**src/pkg/gcc_decoder_pkg.sv**
```systemverilog
/*
  Shared constants and types for the grid converter command decoder.
  Assumes one converter control clock; the command word arrives from logic on that clock.
*/
package gcc_decoder_pkg;

  // Word geometry and the default command value.
  localparam int          CMD_W       = 16;
  localparam logic [15:0] CMD_DEFAULT = 16'h0005;

  // Command word field positions.
  localparam int B_SWITCH_ON   = 0;
  localparam int B_BREAKER_EN  = 1;
  localparam int B_QSTOP_N     = 2;
  localparam int B_START       = 3;
  localparam int B_PRECHARGE   = 4;
  localparam int B_EVENT_RESET = 7;
  localparam int B_DATA_VALID  = 10;
  localparam int B_WATCHDOG    = 11;
  localparam int B_CFG_LO      = 12;
  localparam int B_CFG_HI      = 15;
  localparam int B_APP_LO      = 4;
  localparam int B_APP_HI      = 10;

  // Condition word field positions.
  localparam int C_READY_ON    = 0;
  localparam int C_POWER_READY = 1;
  localparam int C_OP_ENABLED  = 2;
  localparam int C_FAULT       = 3;
  localparam int C_QSTOP_N     = 5;
  localparam int C_INHIBITED   = 6;

  // Start-up state machine.
  typedef enum logic [2:0] {
    ST_INHIBITED = 3'b000,
    ST_READY     = 3'b001,
    ST_PRECHARGE = 3'b010,
    ST_CLOSE     = 3'b011,
    ST_RUN       = 3'b100
  } start_state_t;

  // Requests driven toward the power stage.
  typedef struct packed {
    logic precharge;
    logic breaker_close;
    logic breaker_open;
    logic run;
    logic modulation_stop;
    logic qstop_exception;
    logic event_reset;
  } power_req_t;

  localparam power_req_t REQ_IDLE = '{default: 1'b0};

endpackage : gcc_decoder_pkg

```
**src/core/cmd_word_latch.sv**
```systemverilog
/*
  Holds the accepted command word and flags the bits that rose on each acceptance.
  Assumes the write strobe and word come from logic on clk, so no synchroniser is used.
*/
`timescale 1ns/1ps
`default_nettype none

module cmd_word_latch
  import gcc_decoder_pkg::*;
(
  // Clock and reset.
  input  wire logic             clk,
  input  wire logic             sys_rst,
  // Incoming word from the fieldbus side.
  input  wire logic [CMD_W-1:0] word_in,
  input  wire logic             word_wr,
  input  wire logic             wdog_fault,
  // Accepted word and its rising bits.
  output logic      [CMD_W-1:0] accepted_q,
  output logic      [CMD_W-1:0] rise_q,
  output logic                  watchdog_bit_q
);

  logic [CMD_W-1:0] next_word;

  // A write only counts while its data-valid bit is high; a watchdog fault forces the default.
  always_comb begin
    next_word = accepted_q;
    if (wdog_fault) begin
      next_word = CMD_DEFAULT;
    end else if (word_wr && word_in[B_DATA_VALID]) begin
      next_word = word_in;
    end
  end

  // Accepted word, cleared to the default by reset.
  always_ff @(posedge clk) begin
    if (sys_rst) begin
      accepted_q <= CMD_DEFAULT;
    end else begin
      accepted_q <= next_word;
    end
  end

  // Rising bits of the new word against the previously accepted one, one cycle wide.
  always_ff @(posedge clk) begin
    if (sys_rst) begin
      rise_q <= '0;
    end else begin
      rise_q <= next_word & ~accepted_q;
    end
  end

  // The watchdog bit follows every write, whatever the data-valid bit says.
  always_ff @(posedge clk) begin
    if (sys_rst) begin
      watchdog_bit_q <= 1'b0;
    end else if (word_wr) begin
      watchdog_bit_q <= word_in[B_WATCHDOG];
    end
  end

endmodule : cmd_word_latch

`default_nettype wire

```
**src/core/grid_converter_command_decoder.sv**
```systemverilog
/*
  Grid converter command decoder: turns the fieldbus command word into start-up and
  power-down requests and runs the basic start-up state machine.
  Assumes all inputs come from logic on clk; status inputs are levels from the power stage.
*/
`timescale 1ns/1ps
`default_nettype none

module grid_converter_command_decoder
  import gcc_decoder_pkg::*;
(
  // Clock and reset.
  input  wire logic             clk,
  input  wire logic             sys_rst,
  // Command word port.
  input  wire logic [CMD_W-1:0] cmd_word_in,
  input  wire logic             cmd_word_wr,
  // Configuration levels.
  input  wire logic             edge_start_mode,
  input  wire logic             app_precharge_ctrl,
  input  wire logic             qstop_exception_en,
  // Power stage and supervision status.
  input  wire logic             wdog_fault,
  input  wire logic             fault_active,
  input  wire logic             start_permitted,
  input  wire logic             charge_done,
  input  wire logic             main_breaker_closed,
  // Requests and reports.
  output power_req_t            power_req_q,
  output logic      [CMD_W-1:0] condition_word_q,
  output start_state_t          state_q,
  output logic      [CMD_W-1:0] command_word_q,
  output logic      [3:0]       cfg_bits_q,
  output logic      [6:0]       app_bits_q,
  output logic                  watchdog_bit_q
);

  logic [CMD_W-1:0] accepted;
  logic [CMD_W-1:0] rise;
  logic             wdog_bit;
  logic             sw_on;
  logic             brk_en;
  logic             qstop_n;
  logic             start;
  logic             pre_bit;
  logic             start_rise;
  logic             event_rise;
  logic             start_arm_q;
  logic             arm_now;
  start_state_t     state_d;
  power_req_t       req_d;
  logic             qstop_hit;

  // Accepted word store and edge flags.
  cmd_word_latch u_latch (
    .clk            (clk),
    .sys_rst        (sys_rst),
    .word_in        (cmd_word_in),
    .word_wr        (cmd_word_wr),
    .wdog_fault     (wdog_fault),
    .accepted_q     (accepted),
    .rise_q         (rise),
    .watchdog_bit_q (wdog_bit)
  );

  // Start-up bits come from bits 0 to 4 of the accepted word, the event reset edge from bit 7.
  assign sw_on      = accepted[B_SWITCH_ON];
  assign brk_en     = accepted[B_BREAKER_EN];
  assign qstop_n    = accepted[B_QSTOP_N];
  assign start      = accepted[B_START];
  assign pre_bit    = accepted[B_PRECHARGE];
  assign start_rise = rise[B_START];
  assign event_rise = rise[B_EVENT_RESET];

  // A start edge arms the start; in edge mode an edge that cannot be used is dropped.
  always_comb begin
    arm_now = start_rise;
    if (edge_start_mode && !start_permitted) begin
      arm_now = 1'b0;
    end
  end

  // Start arm holds from its edge until the start bit falls, the state leaves ready, or start is not permitted in edge mode.
  always_ff @(posedge clk) begin
    if (sys_rst) begin
      start_arm_q <= 1'b0;
    end else if (!start || state_q != ST_READY) begin
      start_arm_q <= 1'b0;
    end else if (arm_now) begin
      start_arm_q <= 1'b1;
    end else if (edge_start_mode && !start_permitted) begin
      start_arm_q <= 1'b0;
    end
  end

  // Next state, checked from the highest priority down: fault and breaker enable, switch-on,
  // quick stop, then start.
  always_comb begin
    state_d   = state_q;
    qstop_hit = 1'b0;
    if (fault_active || !brk_en) begin
      state_d = ST_INHIBITED;
    end else begin
      case (state_q)
        ST_INHIBITED: begin
          if (!sw_on) begin
            state_d = ST_READY;
          end
        end
        ST_READY: begin
          if (sw_on && qstop_n && start && start_permitted && (start_arm_q || arm_now)) begin
            state_d = ST_PRECHARGE;
          end
        end
        ST_PRECHARGE, ST_CLOSE, ST_RUN: begin
          if (!sw_on) begin
            state_d = ST_READY;
          end else if (!qstop_n) begin
            state_d   = ST_READY;
            qstop_hit = (state_q == ST_RUN);
          end else if (!start) begin
            state_d = ST_READY;
          end else if (state_q == ST_PRECHARGE) begin
            if (app_precharge_ctrl && !pre_bit) begin
              state_d = ST_READY;
            end else if (charge_done) begin
              state_d = ST_CLOSE;
            end
          end else if (state_q == ST_CLOSE) begin
            if (main_breaker_closed) begin
              state_d = ST_RUN;
            end
          end
        end
        default: begin
          state_d = ST_INHIBITED;
        end
      endcase
    end
  end

  // State register.
  always_ff @(posedge clk) begin
    if (sys_rst) begin
      state_q <= ST_INHIBITED;
    end else begin
      state_q <= state_d;
    end
  end

  // Requests follow the next state so they line up with the state register.
  always_comb begin
    req_d                 = REQ_IDLE;
    req_d.precharge       = (state_d == ST_PRECHARGE);
    req_d.breaker_close   = (state_d == ST_CLOSE) && !main_breaker_closed;
    req_d.breaker_open    = main_breaker_closed && state_d != ST_CLOSE && state_d != ST_RUN;
    req_d.run             = (state_d == ST_RUN) && sw_on && start;
    req_d.modulation_stop = !qstop_n;
    req_d.qstop_exception = qstop_hit && qstop_exception_en;
    req_d.event_reset     = event_rise;
  end

  // Request register.
  always_ff @(posedge clk) begin
    if (sys_rst) begin
      power_req_q <= REQ_IDLE;
    end else begin
      power_req_q <= req_d;
    end
  end

  // Condition word reports the reached state and the enables.
  always_ff @(posedge clk) begin
    if (sys_rst) begin
      condition_word_q <= '0;
    end else begin
      condition_word_q                <= '0;
      condition_word_q[C_READY_ON]    <= sw_on && brk_en && qstop_n && !fault_active;
      condition_word_q[C_POWER_READY] <= (state_d == ST_RUN) || (state_d == ST_CLOSE);
      condition_word_q[C_OP_ENABLED]  <= (state_d == ST_RUN);
      condition_word_q[C_FAULT]       <= fault_active;
      condition_word_q[C_QSTOP_N]     <= qstop_n;
      condition_word_q[C_INHIBITED]   <= (state_d == ST_INHIBITED);
    end
  end

  // Accepted word, application field, configurable field and watchdog bit for other logic.
  always_ff @(posedge clk) begin
    if (sys_rst) begin
      command_word_q <= CMD_DEFAULT;
      cfg_bits_q     <= '0;
      app_bits_q     <= '0;
      watchdog_bit_q <= 1'b0;
    end else begin
      command_word_q <= accepted;
      cfg_bits_q     <= accepted[B_CFG_HI:B_CFG_LO];
      app_bits_q     <= accepted[B_APP_HI:B_APP_LO];
      watchdog_bit_q <= wdog_bit;
    end
  end

endmodule : grid_converter_command_decoder

`default_nettype wire

```
**config.mk**
```make
export PLATFORM = sky130hd
export DESIGN_NAME = grid_converter_command_decoder
export DESIGN_NICKNAME = d
export VERILOG_FILES = /design/src/pkg/gcc_decoder_pkg.sv /design/src/core/cmd_word_latch.sv /design/src/core/grid_converter_command_decoder.sv
export SDC_FILE = /design/constraint.sdc
export NUM_CORES = 1
export LEC_CHECK = 0
export BUFFER_PORTS_ARGS = -buffer_cell sky130_fd_sc_hd__buf_2
export CAP_MARGIN = 20
export CORE_ASPECT_RATIO = 2
export CORE_MARGIN = 5
export CORE_UTILIZATION = 47
export CTS_CLUSTER_SIZE = 14
export DETAILED_ROUTE_END_ITERATION = 6
export PLACE_DENSITY_LB_ADDON = 0.05
export SETUP_SLACK_MARGIN = 0.3
export SYNTH_ARGS = -nofsm -noshare
export SYNTH_HDL_FRONTEND = slang
export SYNTH_SLANG_ARGS = --single-unit
```
**constraint.sdc**
```tcl
create_clock -name clk -period 2 [get_ports clk]
set_input_delay 0.1 -clock clk [delete_from_list [all_inputs] [get_ports clk]]
set_output_delay 0.1 -clock clk [all_outputs]
set_load 0.1 [all_outputs]
```
======== Yosys cells after proc, flatten, opt, wreduce, memory -nomap -nowiden ========
Cells that the tools add are included.
operators by class
  equality and inequality tests ........... 10
  multiplexer cells ....................... 21
  bitwise logic cells ..................... 2
  reductions and logical operators ........ 32
operators with widths
  cell                                                  count
  two-way mux 3 bit                                     11
  two-way mux 16 bit                                    2
  logical AND 1 bit                                     16
  equality test 3 x 2 -> 1 bit (second input constant)  4
  one-hot mux 3 bit (3 select lines)                    1
  AND 8 bit                                             1
  NOT 8 bit                                             1
  logical NOT 1 bit                                     7
  two-way mux 1 bit                                     7
  equality test 3 bit (second input constant)           2
  logical NOT 3 bit                                     2
  logical OR 1 bit                                      4
  equality test 3 x 1 -> 1 bit (second input constant)  1
  != test 3 x 1 -> 1 bit (second input constant)        1
  != test 3 x 2 -> 1 bit (second input constant)        1
  != test 3 bit (second input constant)                 1
  OR reduction 3 bit                                    1
  nonzero test 2 bit                                    1
  OR reduction 2 bit                                    1
word-level totals
  register bits ........................... 80
  output and inout port bits .............. 54
  word-level logic and storage cells ...... 83

======== Depth between registers and ports, before layout ========
  depth after elaboration ................. 12
  mapped depth ............................ 5
  depth with buffers taken out ............ 5

======== Cells and area by module ========
From an unflattened synthesis, not the netlist that was laid out.
second synthesis, totals
  cells, all modules ...................... 234
  area total of the unflattened synthesis .. 2597.5 µm²
modules (own cells, without submodules)
  module                          instances  cells an instance  area each (µm²)
  cmd_word_latch                  1          113                1327.5
  grid_converter_command_decoder  1          121                1270.0

======== Worst setup path after synthesis ========
No wires, ideal clock.
  kind .................................... flip-flop to flip-flop
  start ................................... reg state_q[2]
  end ..................................... reg condition_word_q[1]
  arrival time ............................ 2.255 ns
  slack ................................... -0.323 ns
  cell stages (with the launch flop) ...... 6
  buffers on the path ..................... 0
  period minus slack after synthesis ...... 2.323 ns
  path through ............................ dfxtp_1 o2111ai_2 nor4b_2 a31oi_1 or4_4 o21bai_2
on the way
  cells in the longest elaborated chain, start to end .. 10
  elaborated cells between the ends (all ways) .. 21
  classes of those cells .................. eq/ne: 6; mux: 12; reduce/logical: 3
ends and longest elaborated chain
  item                                                                        line                                                                          text
  start, declared                                                             grid_converter_command_decoder.sv:31                                          output start_state_t state_q,
  start signal, assigned                                                      grid_converter_command_decoder.sv:147                                         state_q <= state_d;
  equality test 3 x 2 -> 1 bit (tied with other cells)                        grid_converter_command_decoder.sv:104, grid_converter_command_decoder.sv:129
  two-way mux 3 bit (on tied branches)                                        grid_converter_command_decoder.sv:129, grid_converter_command_decoder.sv:124
  two-way mux 3 bit                                                           grid_converter_command_decoder.sv:123                                         end else if (state_q == ST_PRECHARGE) begin
  two-way mux 3 bit                                                           grid_converter_command_decoder.sv:121                                         end else if (!start) begin
  two-way mux 3 bit                                                           grid_converter_command_decoder.sv:118                                         end else if (!qstop_n) begin
  two-way mux 3 bit                                                           grid_converter_command_decoder.sv:116                                         if (!sw_on) begin
  one-hot mux 3 bit (3 select lines) *                                        grid_converter_command_decoder.sv:104                                         case (state_q)
  two-way mux 3 bit *                                                         grid_converter_command_decoder.sv:101                                         if (fault_active || !brk_en) begin
  equality test 3 bit / equality test 3 x 2 -> 1 bit (equally long branches)  grid_converter_command_decoder.sv:179                                         condition_word_q[C_POWER_READY] <= (state_d == ST_RUN) || (state_d == ST_CLOSE);
  logical OR 1 bit *                                                          grid_converter_command_decoder.sv:179
  end signal, assigned by index                                               grid_converter_command_decoder.sv:179
  end signal, assigned by index                                               grid_converter_command_decoder.sv:180                                         condition_word_q[C_OP_ENABLED] <= (state_d == ST_RUN);
  end signal, assigned by index                                               grid_converter_command_decoder.sv:181                                         condition_word_q[C_FAULT] <= fault_active;
  end, declared                                                               grid_converter_command_decoder.sv:30                                          output logic [CMD_W-1:0] condition_word_q,
Every way passes the cells marked *; elsewhere a longest branch is shown, timed or not.
A chain may end at the register's enable or synchronous reset.

======== Worst setup path in the final report ========
Ends and elaborated chain as after synthesis.

==> summary.txt <==
Outcome
  • Status: complete, no violations

Pwr
  • Maximum VDD drop: 0.0006463 V
  • Leakage: 1.099 nW
  • Cell Pwr Density: 841.2 mW/mm^2
  • Total Power: 0.001974 W

Clocking
  • H-tree depth: 2
  • Inserted Clock Buffers: 5
  • CTS root buffer: clkbuf_8
  • Clk slew on worst S/H paths: 0.09 ns
  • Setup repair bufs after CTS: 0
  • Clk buf depth: 2
  • Clk_lat worst skew: 0.29 ns
  • CTS tree: done
  • CTS sink cnt: 53

Cells and area
  • Most common cell after layout, fill and taps aside: buf_2
  • Nets: 291
  • Area grow syn2layout: 21.91%
  • Share of cells above drive strength 1: 38.11%
  • Most frequent cells in the layout: buf_2, dfxtp_1, nand2_1
  • Final instance area: 0.002346 mm^2
  • Fillcell total: 406
  • N_diodes: 0

Synthesis
  • Prevailing post-synth register cell: dfxtp_1
  • Cell Area, Synth: 0.001924 mm^2
  • EDFF count, synth: 0
  • Post-synthesis async set-or-reset flop share: 0%
  • Unique cell type count in the Yosys netlist: 34
  • Syn avg cell area: 9.433 um^2
  • Synth warnings: 0
  • Mapped Cells: 204
  • Post-synthesis sequential area ratio: 55.14%
  • FF+latch count, synth: 53

Worst setup path
  • Worst-path maximum fanout: 7
  • Worst path max stage delay: 0.48 ns
  • CP delay by family, top: simple AND/OR/NAND/NOR gates
  • Setup crit end kind: flip-flop
  • Startpoint types: flip-flop
  • Slowest cell on crit path: or4_4
  • WP data arrival: 1.84 ns
  • CP Class: reg2reg
  • Worst path buffer plus inverter count: 0
  • Critical Path, Cell by Cell: o2111ai_4, nor4b_2, a31oi_1, or4_4, o21bai_2
  • Required time of the critical path: 2.24 ns

STA
  • Pins Over Slew Limit: 0
  • Setup_tns: 0 ns
  • Fin. Hold Viols: 0
  • Hold WS: 0.01367 ns
  • Final WS setup: 0.3975 ns
  • RSZ-0062 raised after global routing: false
  • Worst Tran Pin Value: 0.5857 ns
  • Fin crit period: 1.603 ns
  • Fmax: 624.0 MHz
  • Final period util: 80.13%
  • Slew margin rel.: 60.95%
  • Final setup vio count: 0
  • Worst clock skew: 0.005646 ns

Die
  • Die height: 100.5 um
  • Ports: 81
  • Initial Util: 47.56%
  • Die area: 0.005552 mm^2
  • Chip width: 55.25 um
  • Core Rows: 33
  • Core ar.: 0.004046 mm^2

Drt
  • Routed WL: 3.953 mm
  • Top sig layer: met4
  • Via count: 1467
  • Met2 wire len: 2.224 mm
  • Met1 Wirelength: 1.380 mm
  • Residual DRC: 0
  • Initial detailed-routing violation count: 21
  • Drt first pass iters: 4
  • DR WL/cell: 12.47 um
  • Metal3 WL: 238 um
  • Final ANT Viol Nets: 0
  • DR vias/cell: 4.628

Global routing
  • Vias in the first global route: 1383
  • First-pass GRT wire length: 6.458 mm
  • GRT Residual Overflow: 0
  • Antenna violations before repair: 0
  • Largest net degree at the start of global routing: 32
  • Global Route Usage Sum: 14.69%

Worst hold path
  • Worst hold path type: in2reg

Job
  • Max Cap Viol: 0

Place
  • PortBufs: 70
  • Placed cell area: 0.002216 mm^2
  • Post-DP HPWL: 3.057 mm
  • Worst slack at placement: 0.3220 ns
  • Placer Congestion: 0.7640
final cells by class:
| type | instances | area, um^2 | area share [%] |
|---|---|---|---|
| well taps | 52 | 65.06 | 2.773 |
| flip-flops and latches | 53 | 1076 | 45.87 |
| inverters | 4 | 15.01 | 0.6400 |
| clock buffers | 6 | 82.58 | 3.520 |
| multi-input cells | 127 | 715.7 | 30.51 |
| repair buffers | 73 | 377.9 | 16.11 |
| clock inverters | 2 | 13.76 | 0.5867 |
registers in the layout (all words and copies together), names as in the netlist, 2 cells and up:
register,flops
command_word_q,16
u_latch.accepted_q,16
power_req_q,7
state_q,3
u_latch.rise_q,2
condition_word_q,6
routing by layer:
| metal | track usage (%) | vias up |
|---|---|---|
| met4 | 6.929 | 0 |
| li1 | - | 751 |
| met2 | 26.73 | 45 |
| met3 | 4.359 | 8 |
| met1 | 15.12 | 663 |
| met5 | 0 | - |
stage by stage:
| stage | std cells | util, % |
|---|---|---|
| 2_1_floorplan | 213 | - |
| 3_3_place_gp | 307 | 54.76 |
| 3_5_place_dp | 307 | 54.76 |
| 4_1_cts | 317 | 57.64 |
| 5_1_grt | 317 | 57.98 |
| 6_report | 317 | 57.98 |
cells in the mapped netlist, drive strengths merged (2+ instances only):
master	n	area, um^2
a21oi	16	83.83
clkbuf	8	30.03
nor3b	4	30.03
inv	4	15.01
nor2b	20	125.1
or2	5	33.78
buf	21	157.7
and3	2	12.51
nand2	38	142.6
nand3	2	10.01
dfxtp	53	1061
nor3	5	35.03
nor2	8	30.03
worst reg2reg max path: stages (launching register included):
cell	delay (ns)
dfxtp_4	0.40
o2111ai_4	0.15
nor4b_2	0.29
a31oi_1	0.10
or4_4	0.48
o21bai_2	0.12
repair_timing:
action / 4_1_cts / 5_1_grt
gates resized for setup: 0 / 6
hold buffers: 2 / 0
endpoints found under the hold margin: 2 / 0
endpoints found under the setup margin: 0 / 3
final timing paths:
check | from | to | slack (ns) | depth (start not counted)
max reg2reg | state_q[2] | condition_word_q[1] | 0.40 | 5
min reg2reg | u_latch.accepted_q[7] | u_latch.rise_q[7] | 0.44 | 1
max | state_q[2] | condition_word_q[1] | 0.40 | 5
min | cmd_word_in[2] | u_latch.accepted_q[2] | 0.01 | 3
kinds of logic after synthesis:
logic type,Yosys count,synth area share [%]
AOI/OAI and AO/OA,27,9.494
buffers and inverters,33,10.53
DFF,53,55.14
muxes,1,0.5202
other,1,0.1949
and+or+nand+nor,89,24.12
power breakdown:
part	switching (W)	internal, W	total (W)
clock	0.000323	0.000281	0.000604
sequential	0.00000972	0.00107	0.00108
combinational	0.000239	0.0000498	0.000289
(Power assumes the default switching activity.)
